File: config.mk
export PLATFORM = sky130hd
export DESIGN_NAME = rrs_rx_signal
export DESIGN_NICKNAME = d
export VERILOG_FILES = /design/src/logic/rrs_pkg.sv /design/src/logic/rrs_edge_sync.sv /design/src/logic/rrs_col_gen.sv /design/src/logic/rrs_rx_signal.sv
export SDC_FILE = /design/constraint.sdc
export NUM_CORES = 1
export LEC_CHECK = 0
export BUFFER_PORTS_ARGS = -buffer_cell sky130_fd_sc_hd__buf_2
export CORE_UTILIZATION = 46
export DETAILED_ROUTE_END_ITERATION = 10
export PLACE_DENSITY_LB_ADDON = 0.3
export SLEW_MARGIN = 40
export SYNTH_ARGS = -nofsm -noshare
export SYNTH_HDL_FRONTEND = slang
export SYNTH_SLANG_ARGS = --single-unit
File: constraint.sdc
create_clock -name clk_i -period 2.3 [get_ports clk_i]
set_input_delay 0.23 -clock clk_i [delete_from_list [all_inputs] [get_ports clk_i]]
set_output_delay 0.23 -clock clk_i [all_outputs]
set_load 0.005 [all_outputs]
File: src/logic/rrs_pkg.sv
// Constants, register map and types for the receive status signalling block
// Contract
// - In MII at 100 Mb/s receive error goes high with the receive clock for an invalid symbol inside a frame.
// - In RMII at 100 Mb/s receive error goes high on the reference clock for a media error while data valid is high.
// - In RMII the received data is corrupted on a receive error so a MAC ignoring the error pin still drops the frame.
// - In MII received data leaves as nibbles on the receive clock, 25 MHz at 100 Mb/s and 2.5 MHz at 10 Mb/s.
// - The MII data nibble means something only while data valid is high and the MAC ignores it otherwise.
// - In RMII received data leaves two bits per cycle on the 50 MHz reference clock.
// - In MII carrier sense is high exactly while the receive medium is not idle.
// - In RMII one output merges carrier and data valid the way the published RMII carrier/data-valid signal does.
// - In MII half duplex collision is high while transmit and receive are active together.
// - In 10BASE-T half duplex with heartbeat on, collision also pulses for about 1 us after each transmission.
// - In full duplex collision stays low and no heartbeat pulse is made.
// - In MII the device supplies the recovered receive clock, 25 MHz at 100 Mb/s and 2.5 MHz at 10 Mb/s.
// - In RMII a separate data valid output shows valid data regardless of carrier.
package rrs_pkg;
  localparam int          CLK_PERIOD_NS = 8;
  localparam int          HB_TIME_NS    = 1000;
  localparam int          HB_CYCLES     = HB_TIME_NS / CLK_PERIOD_NS;
  localparam int          ADR_W         = 4;
  localparam int          DAT_W         = 32;
  localparam int          SEL_W         = 4;
  localparam int          NIB_W         = 4;
  localparam int          DIBIT_W       = 2;
  localparam int          ERR_CNT_W     = 16;
  localparam logic [3:0]  ADDR_CTRL     = 4'h0;
  localparam logic [3:0]  ADDR_STAT     = 4'h4;
  localparam logic [3:0]  ADDR_ERRCNT   = 4'h8;
  localparam int          CTRL_W        = 4;
  localparam int          CTRL_RMII     = 0;
  localparam int          CTRL_SPEED100 = 1;
  localparam int          CTRL_FDX      = 2;
  localparam int          CTRL_HB_EN    = 3;
  localparam logic [3:0]  CTRL_RESET    = 4'hA;
  localparam int          STAT_CARRIER  = 0;
  localparam int          STAT_DV       = 1;
  localparam int          STAT_COL      = 2;
  localparam int          STAT_ER       = 3;
  localparam int          STAT_DRAIN    = 4;
  localparam logic [1:0]  CORRUPT_DIBIT = 2'h1;

  typedef enum logic [1:0] {RRS_IDLE, RRS_FRAME, RRS_DRAIN} rrs_rx_state_type;
endpackage : rrs_pkg

File: src/logic/rrs_edge_sync.sv
// Two-flop synchroniser with edge detection for an outside clock or level
`timescale 1ns/1ns
module rrs_edge_sync (
  // Clock and reset
  input  wire logic clk_i,
  input  wire logic rst_i,
  // Outside signal
  input  wire logic async_i,
  // Synchronised level and edges
  output logic      level_o,
  output logic      rise_o,
  output logic      fall_o
);
  typedef struct packed {
    logic meta;
    logic sync;
    logic last;
  } rrs_sync_state_type;

  rrs_sync_state_type q, n;

  always_comb begin
    n      = q;
    n.meta = async_i;
    n.sync = q.meta;
    n.last = q.sync;
  end

  always_ff @(posedge clk_i) begin
    if (rst_i) begin
      q <= '0;
    end else begin
      q <= n;
    end
  end

  // Edges look only at the second and third flops, never the first
  assign level_o = q.sync;
  assign rise_o  = q.sync & ~q.last;
  assign fall_o  = ~q.sync & q.last;
endmodule : rrs_edge_sync

File: src/logic/rrs_col_gen.sv
// Collision and heartbeat generator
`timescale 1ns/1ns
module rrs_col_gen #(
  parameter int HB_CYCLES = rrs_pkg::HB_CYCLES
) (
  // Clock and reset
  input  wire logic clk_i,
  input  wire logic rst_i,
  // Activity and mode
  input  wire logic tx_active_i,
  input  wire logic carrier_i,
  input  wire logic half_mii_i,
  input  wire logic sqe_en_i,
  // Collision pin
  output logic      col_o
);
  import rrs_pkg::*;

  localparam int HB_W = $clog2(HB_CYCLES + 1);

  if (HB_CYCLES < 1) begin : g_bad_hb
    $error("heartbeat length must be at least one cycle");
  end

  typedef struct packed {
    logic            tx;
    logic [HB_W-1:0] hb_cnt;
    logic            col;
  } rrs_col_state_type;

  rrs_col_state_type q, n;

  always_comb begin
    n    = q;
    n.tx = tx_active_i;
    if (q.tx && !tx_active_i && sqe_en_i) begin
      n.hb_cnt = HB_W'(HB_CYCLES);
    end else if (q.hb_cnt != '0) begin
      n.hb_cnt = q.hb_cnt - 1'b1;
    end
    // Full duplex or RMII kills a running heartbeat at once
    if (!half_mii_i) begin
      n.hb_cnt = '0;
    end
    n.col = half_mii_i && ((tx_active_i && carrier_i) || n.hb_cnt != '0);
  end

  always_ff @(posedge clk_i) begin
    if (rst_i) begin
      q <= '0;
    end else begin
      q <= n;
    end
  end

  assign col_o = q.col;
endmodule : rrs_col_gen

File: src/logic/rrs_rx_signal.sv
// Receive status signalling toward the MAC over MII or RMII, with a Wishbone slave
//
// The Wishbone slave port and the address map were left to the implementer.
`timescale 1ns/1ns
module rrs_rx_signal #(
  parameter int ERR_CNT_W = rrs_pkg::ERR_CNT_W
) (
  // Clock and reset
  input  wire logic                       clk_i,
  input  wire logic                       rst_i,
  // Wishbone slave
  input  wire logic                       wb_cyc_i,
  input  wire logic                       wb_stb_i,
  input  wire logic                       wb_we_i,
  input  wire logic [rrs_pkg::ADR_W-1:0]  wb_adr_i,
  input  wire logic [rrs_pkg::SEL_W-1:0]  wb_sel_i,
  input  wire logic [rrs_pkg::DAT_W-1:0]  wb_dat_i,
  output logic      [rrs_pkg::DAT_W-1:0]  wb_dat_o,
  output logic                            wb_ack_o,
  // Link clocks from outside
  input  wire logic                       rec_clock_i,
  input  wire logic                       ref_clock_in_i,
  // Receiver core side
  input  wire logic                       core_carrier_i,
  input  wire logic                       core_dv_i,
  input  wire logic [rrs_pkg::NIB_W-1:0]  core_data_i,
  input  wire logic                       core_err_i,
  input  wire logic                       core_tx_active_i,
  output logic                            core_take_o,
  // MAC receive pins
  output logic                            rx_clk_o,
  output logic      [rrs_pkg::NIB_W-1:0]  rx_data_o,
  output logic                            rx_dv_o,
  output logic                            rx_er_o,
  output logic                            crs_o,
  output logic                            col_o
);
  import rrs_pkg::*;

  if (ERR_CNT_W < 1 || ERR_CNT_W > DAT_W) begin : g_bad_cnt
    $error("error counter width must be 1 to bus width");
  end

  typedef struct packed {
    logic [CTRL_W-1:0]    ctrl;
    logic                 ack;
    logic [DAT_W-1:0]     dat;
    logic [ERR_CNT_W-1:0] err_cnt;
    rrs_rx_state_type     st;
    logic                 phase;
    logic [DIBIT_W-1:0]   nib_hi;
    logic                 nib_err;
    logic                 rx_clk;
    logic [NIB_W-1:0]     rx_data;
    logic                 rx_dv;
    logic                 rx_er;
    logic                 crs;
  } rrs_rx_state_q_type;

  rrs_rx_state_q_type q, n;

  logic rec_level;
  logic rec_fall;
  logic ref_fall;
  logic rmii;
  logic speed100;
  logic tick;
  logic take;
  logic half_mii;
  logic sqe_en;
  logic commit;
  logic err_event;

  function automatic logic reg_hit(input logic [ADR_W-1:0] adr,
                                   input logic [ADR_W-1:0] off);
    reg_hit = adr == off;
  endfunction : reg_hit

  // Both link clocks come from outside and are sampled by clk_i
  rrs_edge_sync u_rec_sync (
    .clk_i   (clk_i),
    .rst_i   (rst_i),
    .async_i (rec_clock_i),
    .level_o (rec_level),
    .rise_o  (),
    .fall_o  (rec_fall)
  );

  rrs_edge_sync u_ref_sync (
    .clk_i   (clk_i),
    .rst_i   (rst_i),
    .async_i (ref_clock_in_i),
    .level_o (),
    .rise_o  (),
    .fall_o  (ref_fall)
  );

  assign rmii     = q.ctrl[CTRL_RMII];
  assign speed100 = q.ctrl[CTRL_SPEED100];
  // Pins change on the falling link edge so the MAC sees them settled at the rising one
  assign tick     = rmii ? ref_fall : rec_fall;
  // RMII consumes one nibble every two reference cycles
  assign take     = tick && (!rmii || !q.phase);
  assign half_mii = !rmii && !q.ctrl[CTRL_FDX];
  assign sqe_en   = half_mii && !speed100 && q.ctrl[CTRL_HB_EN];
  assign commit   = wb_cyc_i && wb_stb_i && q.ack;
  assign err_event = take && core_dv_i && core_err_i;

  rrs_col_gen u_col (
    .clk_i       (clk_i),
    .rst_i       (rst_i),
    .tx_active_i (core_tx_active_i),
    .carrier_i   (core_carrier_i),
    .half_mii_i  (half_mii),
    .sqe_en_i    (sqe_en),
    .col_o       (col_o)
  );

  always_comb begin
    logic [ERR_CNT_W-1:0] cnt;
    cnt = '0;
    n   = q;

    // Wishbone: answer one cycle after the request, drop ack the cycle after
    n.ack = wb_cyc_i && wb_stb_i && !q.ack;
    n.dat = '0;
    if (reg_hit(wb_adr_i, ADDR_CTRL)) begin
      n.dat[CTRL_W-1:0] = q.ctrl;
    end else if (reg_hit(wb_adr_i, ADDR_STAT)) begin
      n.dat[STAT_CARRIER] = q.crs;
      n.dat[STAT_DV]      = q.rx_dv;
      n.dat[STAT_COL]     = col_o;
      n.dat[STAT_ER]      = q.rx_er;
      n.dat[STAT_DRAIN]   = q.st == RRS_DRAIN;
    end else if (reg_hit(wb_adr_i, ADDR_ERRCNT)) begin
      n.dat[ERR_CNT_W-1:0] = q.err_cnt;
    end

    if (commit && wb_we_i && reg_hit(wb_adr_i, ADDR_CTRL) && wb_sel_i[0]) begin
      n.ctrl = wb_dat_i[CTRL_W-1:0];
    end

    // A counted error in the clearing cycle survives the clear
    cnt = q.err_cnt;
    if (commit && wb_we_i && reg_hit(wb_adr_i, ADDR_ERRCNT)) begin
      cnt = '0;
    end
    if (err_event && cnt != '1) begin
      cnt = cnt + 1'b1;
    end
    n.err_cnt = cnt;

    // Recovered clock is passed out in MII only; RMII leaves the pin low
    n.rx_clk = rmii ? 1'b0 : rec_level;

    if (tick) begin
      if (!rmii) begin
        n.phase   = 1'b0;
        n.rx_dv   = core_dv_i;
        n.rx_data = core_dv_i ? core_data_i : '0;
        n.rx_er   = core_dv_i && core_err_i && speed100;
        n.crs     = core_carrier_i;
        n.st      = core_dv_i ? RRS_FRAME : RRS_IDLE;
      end else if (!q.phase) begin
        n.nib_hi  = core_data_i[NIB_W-1:DIBIT_W];
        n.nib_err = core_dv_i && core_err_i;
        n.rx_dv   = core_dv_i;
        n.rx_er   = core_dv_i && core_err_i && speed100;
        n.rx_data = '0;
        if (core_dv_i) begin
          n.rx_data[DIBIT_W-1:0] = core_err_i ? CORRUPT_DIBIT : core_data_i[DIBIT_W-1:0];
        end
        // Carrier gone with data left: merged signal low on the first dibit
        n.crs   = core_carrier_i;
        n.phase = core_dv_i;
        if (!core_dv_i) begin
          n.st = RRS_IDLE;
        end else begin
          n.st = core_carrier_i ? RRS_FRAME : RRS_DRAIN;
        end
      end else begin
        n.rx_data = '0;
        n.rx_data[DIBIT_W-1:0] = q.nib_err ? CORRUPT_DIBIT : q.nib_hi;
        // High on the second dibit while draining, so it toggles at half rate
        n.crs   = q.crs || q.st == RRS_DRAIN;
        n.phase = 1'b0;
      end
    end

    case (q.st)
      RRS_IDLE, RRS_FRAME, RRS_DRAIN: begin
      end
      default: begin
        n.st = RRS_IDLE;
      end
    endcase
  end

  always_ff @(posedge clk_i) begin
    if (rst_i) begin
      q      <= '0;
      q.ctrl <= CTRL_RESET;
      q.st   <= RRS_IDLE;
    end else begin
      q <= n;
    end
  end

  // Data lines stay zero outside valid data
  assign rx_data_o   = q.rx_data;
  assign rx_dv_o     = q.rx_dv;
  assign rx_er_o     = q.rx_er;
  assign crs_o       = q.crs;
  assign rx_clk_o    = q.rx_clk;
  assign wb_dat_o    = q.dat;
  assign wb_ack_o    = q.ack;
  assign core_take_o = take;
endmodule : rrs_rx_signal

==> results of run 1 <==
-- cell families after synthesis --
group                      Yosys count  synth area share
AOI/OAI and AO/OA                   67             0.138
xor gates and xnor gates             7            0.0202
adders and majority gates            3            0.0124
buffers and inverters               54             0.116
DFF                                 66             0.435
muxes                                8            0.0263
other                                1           0.00123
and+or+nand+nor                    140             0.252
-- cell type report --
class	instances	area [sq um]	share of cell area
sequential	66	1320	0.376
multi-input combinational	241	1460	0.414
tap	77	96.3	0.0274
inverter	7	26.3	0.00747
clock buffer	11	151	0.0430
clock inverter	4	73.8	0.0210
timing repair buffer	69	393	0.112
-- final timing paths --
kind / to / slack [ns] / cells after the start
worst min-delay path: u_rec_sync.n[1] / 0.1 / 2
worst min register to register: wb_ack_o / 0.42 / 1
worst max register to register: q[26] / 0.12 / 10
worst max-delay path: q[26] / 0.12 / 10
-- sequential cells by signal (all words and copies together) (netlist names), 4 cells and up --
name / flops
q: 26
u_col.q: 8
rx_data_o: 4
wb_dat_o: 16
-- metrics by stage --
stage | TNS (ns) | hold WS (ns)
after floorplan | 0 | 0.348
after global placement | -0.0489 | 0.420
after detailed placement | -0.0979 | 0.430
after CTS | 0 | 0.0845
after global routing | 0 | 0.100
final | 0 | 0.0983
-- timing repair --
item                                    4_1_cts  5_1_grt
endpoints found under the setup margin        0        6
resized for setup                             0        4
setup buffers                                 0        1
hold endpoints to repair                      0        0
-- per-layer routing --
layer	global-route usage	share of wire	routed length, um
met5	0	0	0
met4	0.0909	0.0093	59
met3	0.0507	0.057	359
met2	0.281	0.46	2940
met1	0.263	0.47	2980
-- layout by cell type (no fill, tap or decap), types with 2 or more instances in the layout --
master	n
a21o_1	2
a21oi_1	27
a22oi_1	6
and2_1	4
and2_4	2
and3_1	12
and4_1	2
buf_2	50
buf_4	19
bufinv_16	2
clkbuf_8	11
conb_1	16
dfxtp_1	65
ha_1	2
inv_1	7
mux2i_1	8
nand2_1	37
nand2b_1	5
nand3_1	7
nand4_1	8
nor2_1	20
nor2b_1	8
nor3_1	10
nor4_1	4
nor4bb_1	3
o211ai_1	2
o21ai_0	12
o31ai_1	4
or3_1	4
or4_1	5
xnor2_1	6
-- power breakdown --
part	leakage (nW)	switching (mW)	internal (mW)
Combinational	0.881	0.298	0.260
Sequential	0.536	0.0562	1.22
Clock	0.116	0.441	0.666
==> metrics list, run 1 <==
* FFs w/ async S/R, synth: 0
- Die X: 83.3 um
- Finish-stage setup viols: 0
- The first global-routing pass estimated 10.5 mm of wire.
- Final Hold Fails: 0
- Cell Rows: 29
- HPWL reported at the end of detailed placement: 4.64 mm
- Finished Core Util: 0.554
- Of the cells placed in the final design, the portion with a size suffix greater than 1 is 0.244.
* Clock buffer count from CTS: 9
- Final min period: 2.18 ns
* Vias/cell: 5.29
* Startpoint type of the worst setup path: register
* Count of filler cells inserted in the layout: 607
* Crit path buffers/inverters: 1
- Number of antenna cells inserted: 0
* Leading area contributor after synthesis: dfxtp_1
* Largest delay share family, worst path: simple AND/OR/NAND/NOR gates
* Cell with the largest stage delay on the worst path: or4_4
- Data on the critical path is required at its endpoint by 2.57 ns.
- Status: finished, final reports clean
* Iteration-0 DRC Markers: 128
- Power density cells: 836 nW/um^2
* Placer's final routability congestion estimate: 0.772
* Number of cells in the design after placement: 459
- Launching point of the worst reg2reg path: wb_ack_o
- Port-buffer cells: 50
* Most frequent cells after synthesis: dfxtp_1, nand2_1, buf_4, a21oi_1, nor2_1
* Leftover overflow at the end of global routing: 0
* Post-synthesis instance area: 3040 sq um
- Number of storage elements in the synthesis netlist: 66
- VDD IR-drop max: 0.733 mV
- At the later pin of the worst-skew pair, clock insertion delay measures 0.34 ns.
* Share of Yosys cell area claimed by the top area cell type: 0.435
* Worst slack after detailed placement: -0.0355 ns
* Slew at the pin with the worst max-slew slack: 0.606 ns
- Data on the critical path arrives at its endpoint at 2.45 ns.
- The largest single stage delay on the critical path is 0.48 ns.
- Number of max-cap violations: 0
- Max Fclk: 459 MHz
- In this run the mean area of a mapped cell was 8.78 sq um.
- Count of flip-flops with a built-in enable after synthesis: 0
- I/O pin count: 98
- After detailed routing, the number of remaining DRC violations is 0.
* Number of optimization iterations in the first detailed-route pass: 4
* Most numerous cell in the Yosys netlist: dfxtp_1
- Sequential cell area fraction in the yosys report: 0.435
- Synthesis produced 346 cells.
* Post-route clock skew: 0.00965 ns
* Min-delay src: rec_clock_i
- Leaving out filler cells and counting taps, the final layout contains 475.
- Headroom to the max-slew limit: 0.593
- TritonCTS built the clock tree.
- Final Instance Area: 3520 sq um
- In this run the worst hold path is classified as in2reg.
* Final slew viol count: 0
- The worst setup path is captured at a register.
- WL/cell: 13.3 um
- Clk buf depth: 2
* Kind of critical path: reg2reg
* Number of antenna violations at the first check in global routing: 0
- Count of vias placed by the detailed router: 2,511
- In the final design database the tool counted 452 nets.
- The via count of the first global-routing pass was 2,195.
* Synth warn: 0
* Overall Global Routing Usage: 0.192
- The analysis attributes to cell leakage a power of 1.53 nW.
- The area growth from synthesis to layout is 15.8%.
* Setup repair after global routing missed its margin: false
- The H-tree generated during clock tree synthesis spans 3 levels.
- In the post-synthesis netlist, the biggest area contributors are dfxtp_1, buf_4, nand2_1.
- Counting every sink on the clock net gives 66.
* DIE AREA: 6940 sq um
- Worst path setup slack after routing: 0.119 ns
- Number of distinct library cell variants in the gate-level netlist after synthesis: 50
- In the finished design, the share of the clock period the worst path needs comes to 0.948.
- The final layout contains routed wiring with a total length of 6.34 mm.
* Primary FF master, synth: dfxtp_1
- Cells along the critical path: and4_4, nand2_2, and2_4, ha_2, nand3_4, nor4_1, a21o_1, buf_4, or4_4, a21oi_2
- Final antenna-violating net count: 0
* Placeable core region: 6350 sq um
- Source of the critical timing path: wb_ack_o
* Root buf cell: clkbuf_8
- Measured along the y axis, the die boundary spans 83.3 um.
- The initial utilization of the core area, before any placement, comes to 0.479.
- Largest driver fanout on the critical path: 10
- After layout, the design draws a total of 2.94 mW.
- For this design, the CTS-stage hold fixing added 0 buffers.
- Pin count of the biggest net entering global routing: 32
- Summing all placed instances gives a cell area of 3270 sq um.
- Clock transition time at the flip-flop clock pins of the worst setup and hold paths: 0.07 ns
Note: power is estimated with default switching activity, not from simulation.
==> run 2, diff against run 1 <==
--- a/config.mk
+++ b/config.mk
@@ -5,10 +5,11 @@
 export SDC_FILE = /design/constraint.sdc
 export NUM_CORES = 1
 export LEC_CHECK = 0
-export BUFFER_PORTS_ARGS = -buffer_cell sky130_fd_sc_hd__buf_2
-export CORE_UTILIZATION = 46
+export CORE_UTILIZATION = 50
 export DETAILED_ROUTE_END_ITERATION = 10
+export DONT_BUFFER_PORTS = 1
 export PLACE_DENSITY_LB_ADDON = 0.3
+export RECOVER_POWER = 50
 export SLEW_MARGIN = 40
 export SYNTH_ARGS = -nofsm -noshare
 export SYNTH_HDL_FRONTEND = slang
==> constraint.sdc (replaced) <==
create_clock -name clk_i -period 2.3 [get_ports clk_i]
set_input_delay 0.23 -clock clk_i [delete_from_list [all_inputs] [get_ports clk_i]]
set_output_delay 0.23 -clock clk_i [all_outputs]
set_load 0.1 [all_outputs]
==> metrics list, run 2 (same netlist as run 1, synthesis figures left out) <==
* Post-layout net count: 424 (-6.2%)
- Worst slack after detailed placement: -0.00722 ns (+0.0283 ns)
* Max Fclk: 452 MHz (-1.4%)
* DIE AREA: 6390 sq um (-7.8%)
- Initial cell density of the core: 0.516 (+0.0377)
* Iteration-0 DRC Markers: 177 (+38%)
* Finish-stage setup viols: 0 (unchanged)
- Worst path setup slack after routing: 0.0877 ns (-0.0314 ns)
- The top-level I/O count is 98 (unchanged).
* Clock buffer count from CTS: 9 (unchanged)
- Static Leak: 1.29 nW (-16%)
- Min-delay src: wb_dat_i[1]
- Port-buffer cells: 0 (-100%)
- The cell count after placement came to 427 (-7.0%).
- The worst clock skew on the final layout came to 0.0108 ns (+0.00117 ns).
* Kind of critical path: reg2reg
- The initial antenna violation count came to 0 (unchanged).
* Hold Crit Class: in2reg
- The flow ran to the end, and the final reports show no timing, DRC or antenna violations.
- The clock period minus final worst setup slack came to 2.21 ns (+0.0314 ns).
- Placer's final routability congestion estimate: 0.845 (+9.5%)
- The startpoint identified for the worst register-to-register timing path is wb_ack_o.
* Final Hold Fails: 0 (unchanged)
- The share of post-route cells with drive strength above 1 was 0.111 (-0.133).
- The vertical extent of the die came to 80.0 um (-4.0%).
- Largest driver fanout on the critical path: 11 (+1)
* Number of antenna cells inserted: 0 (unchanged)
- Number of global-route vias before repair: 2,098 (-4.4%)
- The total iterations of the first detailed-routing run was 4 (unchanged).
* Type of destination of the critical path: register
- The via total after detailed routing was 2,435 (-3.0%).
- CTS tree: yes
- The residual overflow from global routing came to 0 (unchanged).
- Highest-count cells in the layout ignoring fill and taps: dfxtp_1, nand2_1, a21oi_1
* TritonCTS sink count: 66 (unchanged)
- Pin count of the biggest net entering global routing: 34 (+6.3%)
- The final routed wire length divided by cell count was 14.5 um (+8.7%).
- Number of flip-flops under the largest register name: 26 (unchanged)
- Cell Rows: 28 (-3.4%)
- The required time of the critical path came to 2.51 ns (-0.06 ns).
- Slew at the pin with the worst max-slew slack: 1.47 ns (+0.867 ns)
- Number of max-cap violations: 0 (unchanged)
- The normalized max-slew margin is 0.0182 (-0.575).
- q holds more flip-flops than any other register.
- Count of filler cells inserted in the layout: 532 (-12%)
* Source of the critical timing path: wb_ack_o
* WL final: 6.47 mm (+2.1%)
- Wire length of the first global-routing pass: 9.98 mm (-5.2%)
- The arrival time at the worst endpoint was 2.42 ns (-0.03 ns).
- The clock latency of the later-clocked register in the worst-skew pair was 0.34 ns (about the same).
- Root buf cell: clkbuf_8
- Final Non-Filler Cells: 446 (-6.1%)
- The area growth from synthesis to layout is 9.26%.
- The final HPWL from detailed placement was 4.51 mm (-2.8%).
- The ratio of final minimum period to clock period is 0.962 (+0.0136).
- Clock transition time at the flip-flop clock pins of the worst setup and hold paths: 0.08 ns (about the same)
* Final Instance Area: 3320 sq um (-5.6%)
* Startpoint type of the worst setup path: register
- The post-detailed-route via-to-cell ratio was 5.46 (+3.3%).
- The global-route total usage across every layer was 0.206 (+0.0138).
* Power density cells: 887 nW/um^2 (+6.1%)
- The standard cell area after detailed placement was 3200 sq um (-2.3%).
* Final antenna-violating net count: 0 (unchanged)
* Final slew viol count: 0 (unchanged)
- The placeable core region was 5890 sq um (-7.3%).
- Die X: 80.0 um (-4.0%)
- Leaving out fill and tap cells, the most frequent cell in the layout is dfxtp_1.
- The number of H-tree levels is 3 (unchanged).
- The number of remaining DRC errors was 0 (unchanged).
- The worst vdd rail ir drop came to 0.619 mV (-16%).
- Clk buf depth: 2 (unchanged)
==> run 2: cell type report <==
type | count | area, sq um | area share
multi-input combinational | 242 | 1470 | 0.442
tap | 75 | 93.8 | 0.0283
inverter | 7 | 26.3 | 0.00791
timing repair buffer | 40 | 218 | 0.0656
clock buffer | 9 | 124 | 0.0373
clock inverter | 7 | 67.6 | 0.0203
sequential | 66 | 1330 | 0.399
==> run 2: path summary, 6_finish.rpt <==
| kind | to | slack, ns | cells past startpoint |
|---|---|---|---|
| worst min register to register | u_ref_sync.level_o | 0.44 | 1 |
| worst min-delay path | q[64] | 0.03 | 2 |
| worst max register to register | q[20] | 0.09 | 9 |
| worst max-delay path | q[20] | 0.09 | 9 |
==> run 2: per-stage QoR <==
step	hold WS [ns]	total power, mW	TNS [ns]	utilization
finish	0.0263	2.94	0	0.564
global route	0.00625	3.10	-0.230	0.564
CTS	0.00727	2.98	0	0.582
detailed placement	0.304	2.02	-0.00722	0.544
global placement	0.303	2.01	0	0.544
floorplan	0.339	1.95	0	-
==> run 2: report_power, final <==
part           switching, mW  internal (mW)
registers             0.0491           1.22
logic                  0.486          0.240
clock network          0.453          0.499
total                  0.987           1.96
==> run 2: worst max-delay path: stages (launching register included) <==
cell and delay [ns]:
dfxtp_4 0.34, and4_4 0.17, nand2_2 0.09, and2_4 0.17, ha_4 0.15, nand3_4 0.06
nor4_1 0.47, a21o_1 0.42, or4_1 0.17, a21oi_1 0.06
==> run 2: routing by layer <==
| metal | global-route usage | vias up | share of wire |
|---|---|---|---|
| li1 | - | 1219 | - |
| met3 | 0.0651 | 6 | 0.069 |
| met4 | 0.0804 | 0 | 0.010 |
| met5 | 0 | - | 0 |
| met2 | 0.299 | 84 | 0.44 |
| met1 | 0.282 | 1126 | 0.48 |
==> run 2: what timing repair did <==
action,4_1_cts,5_1_grt
hold buffers,2,0
setup buffers,0,0
pin swaps,0,1
resized for setup,1,0
endpoints found under the setup margin,1,1
gates cloned,0,1
hold endpoints to repair,33,0
